[src/rtl/sxd_defines.svh]
// opcode patterns, field values and clock counts for the stack and transfer decoder
`ifndef SXD_DEFINES_SVH
`define SXD_DEFINES_SVH
`define SXD_OP_POP_MEM     8'h8f
`define SXD_OP_SWAP_HI     7'h43
`define SXD_OP_LOAD_EO     8'h8d
`define SXD_OP_LOAD_FPD    8'hc4
`define SXD_OP_TABLE       8'hd7
`define SXD_OP_FL2AH       8'h9f
`define SXD_OP_AH2FL       8'h9e
`define SXD_SEGPOP_HI      3'h0
`define SXD_SEGPOP_LO      3'h7
`define SXD_SEG_BAD        2'h1
`define SXD_MOD_REG        2'h3
`define SXD_REG_POP        3'h0
`define SXD_CLK_POP_MEM    6'h18
`define SXD_CLK_POP_SEG    6'h0c
`define SXD_CLK_SWAP_REG   6'h04
`define SXD_CLK_SWAP_MEM   6'h11
`define SXD_CLK_LOAD_EO    6'h1a
`define SXD_CLK_LOAD_FPD   6'h1a
`define SXD_CLK_TABLE      6'h0f
`define SXD_CLK_FL2AH      6'h02
`define SXD_CLK_AH2FL      6'h03
`endif

[src/rtl/sxd_pkg.sv]
// types shared by the stack and transfer decoder
`default_nettype none
package sxd_pkg;
  typedef enum logic [3:0] {
    SXD_NONE, SXD_POP_MEM, SXD_POP_SEG, SXD_SWAP_OPERANDS, SXD_LOAD_EFFECTIVE_OFFSET,
    SXD_LOAD_FAR_POINTER_DATA_SEGMENT, SXD_TABLE_LOOKUP_BYTE, SXD_FLAGS_INTO_HIGH_ACC,
    SXD_HIGH_ACC_INTO_FLAGS
  } sxd_op_e;
  typedef struct packed {
    logic [7:0] first;
    logic [7:0] modrm;
  } sxd_insn_s;
  typedef struct packed {
    sxd_op_e    op;
    logic       legal;
    logic       word;
    logic       mem;
    logic [1:0] seg;
    logic [2:0] reg_f;
    logic [2:0] rm;
    logic [5:0] clocks;
  } sxd_dec_s;
endpackage : sxd_pkg
`default_nettype wire

[src/rtl/sxd_decoder.sv]
// registered decoder for stack pull and transfer instructions
// Overview of operation
// - 8f with middle field 000 pulls a memory word from stack, 24 clocks
// - 000 seg 111 pulls a segment register in 12 clocks; selector 01 illegal
// - 1000011 w swaps register with register or memory, 4 or 17 clocks
// - 8d loads effective offset in 26 clocks; register addressing form illegal
// - c4 far pointer load needs memory operand, 26 clocks
// - d7 table lookup replaces low accumulator byte, 15 clocks
// - 9f copies low flag byte into high accumulator byte, 2 clocks
// - 9e writes high accumulator byte into low flags, 3 clocks
`timescale 1ns/100ps
`default_nettype none
`include "sxd_defines.svh"
module sxd_decoder
  import sxd_pkg::*;
(
  input  wire logic      clk,
  input  wire logic      nrst,
  input  wire logic      in_valid,
  input  wire sxd_insn_s in_insn,
  output logic           out_valid,
  output sxd_dec_s       out_dec,
  output logic           busy
);
  sxd_dec_s   dec_d;
  sxd_dec_s   dec_q;
  logic       valid_q;
  logic [5:0] cnt_q;

  ////////////////////////////////////////////////////////////////////////////
  sxd_match u_match (
    .insn (in_insn),
    .dec  (dec_d)
  );

  // take a new instruction only when the previous one has finished its clocks
  always_ff @(posedge clk or negedge nrst) begin
    if (!nrst) begin
      dec_q   <= '0;
      valid_q <= 1'b0;
    end else begin
      valid_q <= in_valid && !busy;
      if (in_valid && !busy) begin
        dec_q <= dec_d;
      end
    end
  end

  // execution clock countdown
  always_ff @(posedge clk or negedge nrst) begin
    if (!nrst) begin
      cnt_q <= 6'h00;
    end else if (in_valid && !busy && dec_d.legal) begin
      cnt_q <= dec_d.clocks - 6'h01;
    end else if (cnt_q != 6'h00) begin
      cnt_q <= cnt_q - 6'h01;
    end
  end

  assign busy      = (cnt_q != 6'h00);
  assign out_valid = valid_q;
  assign out_dec   = dec_q;

  // helper: length of the current busy stretch
  logic [5:0] busy_len_q;
  always_ff @(posedge clk or negedge nrst) begin
    if (!nrst) begin
      busy_len_q <= 6'h00;
    end else if (busy) begin
      busy_len_q <= busy_len_q + 6'h01;
    end else begin
      busy_len_q <= 6'h00;
    end
  end
endmodule : sxd_decoder
`default_nettype wire

[src/rtl/sxd_match.sv]
// combinational opcode classifier
`timescale 1ns/100ps
`default_nettype none
`include "sxd_defines.svh"
module sxd_match
  import sxd_pkg::*;
(
  input  wire sxd_insn_s insn,
  output sxd_dec_s       dec
);
  function automatic logic is_mem(input logic [7:0] m);
    is_mem = (m[7:6] != `SXD_MOD_REG);
  endfunction : is_mem

  always_comb begin
    dec        = '0;
    dec.op     = SXD_NONE;
    dec.reg_f  = insn.modrm[5:3];
    dec.rm     = insn.modrm[2:0];
    dec.seg    = insn.first[4:3];
    dec.mem    = is_mem(insn.modrm);
    if (insn.first == `SXD_OP_POP_MEM && insn.modrm[5:3] == `SXD_REG_POP) begin
      dec.op     = SXD_POP_MEM;
      dec.legal  = 1'b1;
      dec.word   = 1'b1;
      dec.clocks = `SXD_CLK_POP_MEM;
    end else if (insn.first[7:5] == `SXD_SEGPOP_HI && insn.first[2:0] == `SXD_SEGPOP_LO) begin
      dec.op     = SXD_POP_SEG;
      dec.legal  = (insn.first[4:3] != `SXD_SEG_BAD);
      dec.word   = 1'b1;
      dec.mem    = 1'b0;
      dec.clocks = `SXD_CLK_POP_SEG;
    end else if (insn.first[7:1] == `SXD_OP_SWAP_HI) begin
      dec.op     = SXD_SWAP_OPERANDS;
      dec.legal  = 1'b1;
      dec.word   = insn.first[0];
      dec.clocks = is_mem(insn.modrm) ? `SXD_CLK_SWAP_MEM : `SXD_CLK_SWAP_REG;
    end else if (insn.first == `SXD_OP_LOAD_EO) begin
      dec.op     = SXD_LOAD_EFFECTIVE_OFFSET;
      dec.legal  = is_mem(insn.modrm);
      dec.word   = 1'b1;
      dec.clocks = `SXD_CLK_LOAD_EO;
    end else if (insn.first == `SXD_OP_LOAD_FPD) begin
      dec.op     = SXD_LOAD_FAR_POINTER_DATA_SEGMENT;
      dec.legal  = is_mem(insn.modrm);
      dec.word   = 1'b1;
      dec.clocks = `SXD_CLK_LOAD_FPD;
    end else if (insn.first == `SXD_OP_TABLE) begin
      dec.op     = SXD_TABLE_LOOKUP_BYTE;
      dec.legal  = 1'b1;
      dec.mem    = 1'b1;
      dec.clocks = `SXD_CLK_TABLE;
    end else if (insn.first == `SXD_OP_FL2AH) begin
      dec.op     = SXD_FLAGS_INTO_HIGH_ACC;
      dec.legal  = 1'b1;
      dec.mem    = 1'b0;
      dec.clocks = `SXD_CLK_FL2AH;
    end else if (insn.first == `SXD_OP_AH2FL) begin
      dec.op     = SXD_HIGH_ACC_INTO_FLAGS;
      dec.legal  = 1'b1;
      dec.mem    = 1'b0;
      dec.clocks = `SXD_CLK_AH2FL;
    end
  end
endmodule : sxd_match
`default_nettype wire

[config.mk]
export PLATFORM = sky130hd
export DESIGN_NAME = sxd_decoder
export DESIGN_NICKNAME = d
export VERILOG_FILES = /design/src/rtl/sxd_pkg.sv /design/src/rtl/sxd_decoder.sv /design/src/rtl/sxd_match.sv
export VERILOG_INCLUDE_DIRS = /design/src /design/src/rtl
export SDC_FILE = /design/constraint.sdc
export NUM_CORES = 1
export LEC_CHECK = 0
export BUFFER_PORTS_ARGS = -buffer_cell sky130_fd_sc_hd__buf_4
export CAP_MARGIN = 20
export CORE_MARGIN = 5
export CORE_UTILIZATION = 25
export CTS_CLUSTER_DIAMETER = 200
export DETAILED_ROUTE_END_ITERATION = 7
export PLACE_DENSITY_LB_ADDON = 0.15
export REMOVE_ABC_BUFFERS = 1
export SLEW_MARGIN = 10
export SYNTH_ARGS = -nofsm -noshare
export SYNTH_HDL_FRONTEND = slang
export SYNTH_SLANG_ARGS = --single-unit
[constraint.sdc]
create_clock -name clk -period 2.7 [get_ports clk]
set_input_delay 0.54 -clock clk [delete_from_list [all_inputs] [get_ports clk]]
set_output_delay 0.54 -clock clk [all_outputs]
set_load 0.01 [all_outputs]
==> impl_metrics.tcl, run 1 <==
set metrics [dict create \
    finalPower_w 0.001641 \
    r2r_cells 10 \
    r2r-end "cnt_q[4]" \
    r2r_setup_slack_ns 0.44 \
    ir_drop_mv 0.3193 \
    outcome "complete, no violations" \
    synth.avg_cell_area_um2 9.265 \
    layout_setup_ws_ns 0.2795 \
    wl_met3_um 219 \
    diodes 0 \
    io_buffer_count 40 \
    grt_pass1_vias 1459 \
    cpPeakStageDelay_ns 0.57 \
    clock_sink_count 27 \
    die_w_um 90.07 \
    hold_class "in -> async" \
    cp.arrival_ns 2.62 \
    cts_hold_buffers 0 \
    antenna_found_initial 0 \
    first_iter_violations 78 \
    yosysMostFrequentCell "nand2_1" \
    drtAntennaViolNets 0 \
    clockRootBuffer "clkbuf_8" \
    rows 29 \
    critPathLaunchType "input pin" \
    synth-seq-area-share_pct 42.15 \
    wire_per_inst_um 15.00 \
    drc 0 \
    clk_pin_slew_worst_paths_ns 0.10 \
    yosysTopAreaCell "dfrtp_1" \
    synth_warnings 0 \
    ys.flop_type "dfrtp_1" \
    internal_power_w 0.001053 \
    cp_slowest_cell "or4b_4" \
    synth_area_leaders "dfrtp_1 42%, nand2_1 8.4%, nor2_1 3.3%" \
    met2_length_mm 2.121 \
    fmax_mhz 413.1 \
    switching_share_pct 35.82 \
    dp_slack_ns -0.01761 \
    ys_types 54 \
    synth_edf_count 0 \
    syn-instance-count 173 \
    skew_ns 0.003644 \
    cp-end-kind "flop" \
    firstDrtPassIters 4 \
    grt_max_degree 28 \
    final_layout_size_suffix_gt1_share_pct 35.29 \
    maxCapViolations 0 \
    overflow 0 \
    p_leak_nw 0.9945 \
    slew_viol_final 0 \
    share_comb_of_total_power_pct 45.0 \
    yosysTopAreaCellShare_pct 42.15 \
    cts_tree "done" \
    grt_setup_unrepaired "no" \
    cp_cell_sequence "buf_4, or4b_4, a2111oi_4, or4_1, a41o_1, inv_1, ha_1, nand2b_1, a41oi_1, nand2_1, mux2i_1" \
    netSwitchingPower_w 0.0005880 \
    synthesis.area_um2 1603 \
    clockBufferDepth 2 \
    gp_congestion 0.8091 \
    yosys-top-cells-count "36 x nand2_1, 27 x dfrtp_1, 14 x nor2_1" \
    synth-seq-cells 27 \
    hpwlAfterDp_mm 3.486 \
    track_usage_pct 11.35 \
    core_um2 6277 \
    met1Wirelength_mm 2.111 \
    async_flop_share_pct 100.0 \
    timing.final.crit_share_pct 89.65 \
    area_growth_pct 30.37 \
    power_frac_clock_pct 14.6 \
    setup_viol 0 \
    postCtsSetupRepairBufs 0 \
    dieArea_um2 8113 \
    grt_first_pass_wirelength_mm 7.610 \
    r2r_start "cnt_q[5]" \
    fin_crit_ns 2.421 \
    powerDensity_nw_per_um2 785.5 \
    p_seq_share_pct 40.4 \
    hold_viol 0 \
    critical_path_class "in -> reg" \
    numCtsBuffers 3 \
    worstPathRequired_ns 2.90 \
    start_util_pct 25.53 \
    clk_latency_ns 0.27 \
    vias 1404 \
    top_layer "met4" \
    cts_resized 0 \
    die_h_um 90.07 \
    post_drt_via_cell_ratio 4.711 \
    path_max_fanout 3 \
    io_pins 42 \
    fin_nets 242 \
    htree_num_levels 1 \
    wirelength_mm 4.469 \
]
==> state kept, by name (all words and copies together), names as in the netlist <==
signal and flops:
cnt_q 6, out_dec 20, out_valid 1
==> stage by stage <==
| step | hold WS [ns] | TNS [ns] | cell area, µm² | instances | util, % |
|---|---|---|---|---|---|
| floorplan | 0.2444 | 0 | 1516 | 161 | - |
| finish | 0.1601 | 0 | 2090 | 298 | 33.29 |
| detailed placement | 0.4572 | -0.01761 | 2033 | 294 | 32.39 |
| global placement | 0.4530 | 0 | 2033 | 294 | 32.39 |
| CTS | 0.1740 | 0 | 2082 | 298 | 33.17 |
| global route | 0.1710 | 0 | 2090 | 298 | 33.29 |
==> worst max path at each step <==
stage / slack (ns) / cells past startpoint / start / to
6_report: 0.28 / 11 / in_insn[4] / cnt_q[4]
5_1_grt: 0.14 / 11 / in_insn[4] / cnt_q[4]
4_1_cts: 0.27 / 11 / in_insn[4] / cnt_q[4]
3_5_place_dp: -0.02 / 11 / in_insn[4] / cnt_q[4]
3_3_place_gp: 0.03 / 11 / in_insn[4] / cnt_q[4]
2_1_floorplan: 0.07 / 10 / in_insn[4] / cnt_q[4]
==> routing by layer <==
layer / global-route usage, % / up-vias
met1: 14.71 / 661
met4: 1.117 / 0
met2: 19.21 / 28
met3: 3.506 / 2
met5: 0 / -
li1: - / 713
==> cell type report <==
type                            count  area [µm²]
Sequential cell                    27       675.6
Clock buffer                        3       41.29
Timing Repair Buffer               56       420.4
Clock inverter                      1       7.507
Fill cell                         672        4188
Tap cell                           77       96.34
Multi-Input combinational cell    127       822.0
Inverter                            7       26.28
==> kinds of logic (layout without fill, tap and decap cells) <==
kind of cell	Yosys count	after routing	synth area share, %
buf+inv	19	67	7.025
mux	2	2	1.249
other cells	1	1	0.2340
flops	27	27	42.15
compound gates	36	36	18.66
simple gates	87	87	29.90
fa+ha+maj	1	1	0.7805
==> power by group through the flow <==
stage | combinational, W | sequential (W) | clock (W)
floorplan | 0.000322 | 0.000721 | 0
global placement | 0.000747 | 0.000672 | 0
detailed placement | 0.000749 | 0.000675 | 0
CTS | 0.000750 | 0.000665 | 0.000253
global route | 0.000839 | 0.000686 | 0.000276
finish | 0.000739 | 0.000662 | 0.000240
==> cells in the final DEF, fill, tap and decap left out, types with 5 or more instances in the layout <==
| cell type | count |
|---|---|
| buf_4 | 56 |
| nor3_1 | 5 |
| dfrtp_1 | 27 |
| o21ai_0 | 5 |
| inv_1 | 7 |
| nor2_1 | 14 |
| nand2_1 | 36 |
| a21oi_1 | 5 |
==> worst max-delay path: cells and delay by family <==
| kind | cells | cell delay, ns |
|---|---|---|
| multiplexers | 1 | 0.17 |
| adder cells (fa/ha/maj) | 1 | 0.19 |
| buffers and inverters | 2 | 0.16 |
| AO/OA/AOI/OAI | 3 | 0.61 |
| AND/OR/NAND/NOR | 4 | 0.95 |
Note: power is estimated with default switching activity, not from simulation.
==> run 2, diff against run 1 <==
SETUP_SLACK_MARGIN = 0.5   (was unset)
==> run 2 against run 1 <==
Global-route usage up 0.26 points. Cell count increased by 2.3%. Setup slack better by 0.094 ns. Sequential cell count unchanged. Register-to-register slack better by 0.06 ns. Worst hold slack is essentially flat. Sequential share of layout area shrank 2.2 points. Maximum frequency increased by 4.1%. Total power is 4.8% higher. Combinational power up 10%. First-iteration DRC count increased by 6.4%. Highest routed layer unchanged.
==> impl_metrics.tcl, run 2 (synthesis gave the netlist of run 1 again) <==
set metrics [dict create \
    skew_ns 0.004780 \
    timing.final.crit_share_pct 86.15 \
    hpwlAfterDp_mm 3.486 \
    core_um2 6277 \
    outcome "complete, no violations" \
    final-seq-area_um2 675.6 \
    worstPathRequired_ns 2.90 \
    holdWs_ns 0.1603 \
    r2r_cells 10 \
    ir_drop_mv 0.3255 \
    grt_first_pass_wirelength_mm 7.838 \
    post_drt_via_cell_ratio 4.797 \
    io_buffer_count 40 \
    p_leak_nw 1.053 \
    vias 1463 \
    die_h_um 90.07 \
    r2r-end "cnt_q[4]" \
    area_growth_pct 39.89 \
    drc 0 \
    cp-end-kind "flop" \
    cts_tree "done" \
    largest_reg_flops 20 \
    antenna_found_initial 0 \
    cts_hold_buffers 0 \
    dp_slack_ns -0.01761 \
    critPathLaunchType "input pin" \
    grt_max_degree 28 \
    grt_pass1_vias 1505 \
    clk_latency_ns 0.27 \
    maxCapViolations 0 \
    path_max_fanout 5 \
    num-fill-cells 663 \
    track_usage_pct 11.61 \
    multi_input_area_um2 857.1 \
    clk_pin_slew_worst_paths_ns 0.10 \
    fin_nets 249 \
    hold_class "in -> async" \
    clockBufferDepth 2 \
    cp.arrival_ns 2.53 \
    most-common-layout-cells "52 x buf_4, 36 x nand2_1, 27 x dfrtp_1" \
    clockRootBuffer "clkbuf_8" \
    first_iter_violations 83 \
    slew_viol_final 0 \
    diodes 0 \
    start_util_pct 25.53 \
    gp_congestion 0.8091 \
    fmax_mhz 429.9 \
    layout_setup_ws_ns 0.3738 \
    overflow 0 \
    firstDrtPassIters 4 \
    wirelength_mm 4.621 \
    final_layout_size_suffix_gt1_share_pct 39.91 \
    htree_num_levels 1 \
    die_w_um 90.07 \
    rows 29 \
    powerDensity_nw_per_um2 767.4 \
    clock_sink_count 27 \
    grt_setup_unrepaired "yes" \
    wire_per_inst_um 15.15 \
    r2r_start "cnt_q[5]" \
    fin_crit_ns 2.326 \
    critical_path_class "in -> reg" \
    drtAntennaViolNets 0 \
    r2r_setup_slack_ns 0.50 \
    io_pins 42 \
    fin_util_pct 35.72 \
    layout.cells.most_common "buf_4" \
    numCtsBuffers 3 \
    hold_viol 0 \
    dieArea_um2 8113 \
    setup_viol 0 \
]
run 2: critical path: stages:
cell,delay [ns]
buf_8,0.10
and4bb_2,0.25
and3_4,0.16
or4_4,0.51
a41o_1,0.21
buf_4,0.14
buf_6,0.10
buf_6,0.11
nor3b_4,0.20
mux2i_1,0.20
run 2: worst max path at each step:
stage | startpoint | end | slack, ns | cells past startpoint
after global placement | in_insn[4] | cnt_q[4] | 0.03 | 11
after global routing | in_insn[5] | cnt_q[4] | 0.30 | 11
final | in_insn[9] | cnt_q[3] | 0.37 | 10
after detailed placement | in_insn[4] | cnt_q[4] | -0.02 | 11
after CTS | in_insn[5] | cnt_q[4] | 0.40 | 11
after floorplan | in_insn[4] | cnt_q[4] | 0.07 | 10
run 2: cell type report:
class | instances | area share, %
tap | 77 | 4.297
clock buffer | 3 | 1.842
clock inverter | 1 | 0.3348
multi-input combinational | 127 | 38.23
timing repair buffer | 63 | 24.00
inverter | 7 | 1.172
sequential | 27 | 30.13
run 2: power breakdown:
part,internal [W],switching [W]
Sequential,0.000571,0.0000947
Combinational,0.000431,0.000385
Clock,0.000105,0.000134
run 2: per-layer routing:
layer	vias up	share of wire, %	wire [µm]	track usage, %
met5	-	0	0	0
met4	0	0.76	35	1.489
met3	4	5.8	267	3.506
met2	45	47	2174	19.39
met1	688	46	2144	15.17
li1	726	-	-	-
run 2: timing repair:
action / CTS / global route
cloned: 0 / 0
resized for setup: 21 / 4
setup buffers: 4 / 3
setup endpoints to repair: 4 / 6
pin swaps: 7 / 3
run 2: stage by stage:
stage / total power (W) / setup TNS (ns) / cell area, µm² / instances
after floorplan: 0.001043 / 0 / 1516 / 161
after global placement: 0.001419 / 0 / 2033 / 294
after detailed placement: 0.001423 / -0.01761 / 2033 / 294
after CTS: 0.001721 / 0 / 2202 / 302
after global routing: 0.001882 / 0 / 2242 / 305
final: 0.001721 / 0 / 2242 / 305
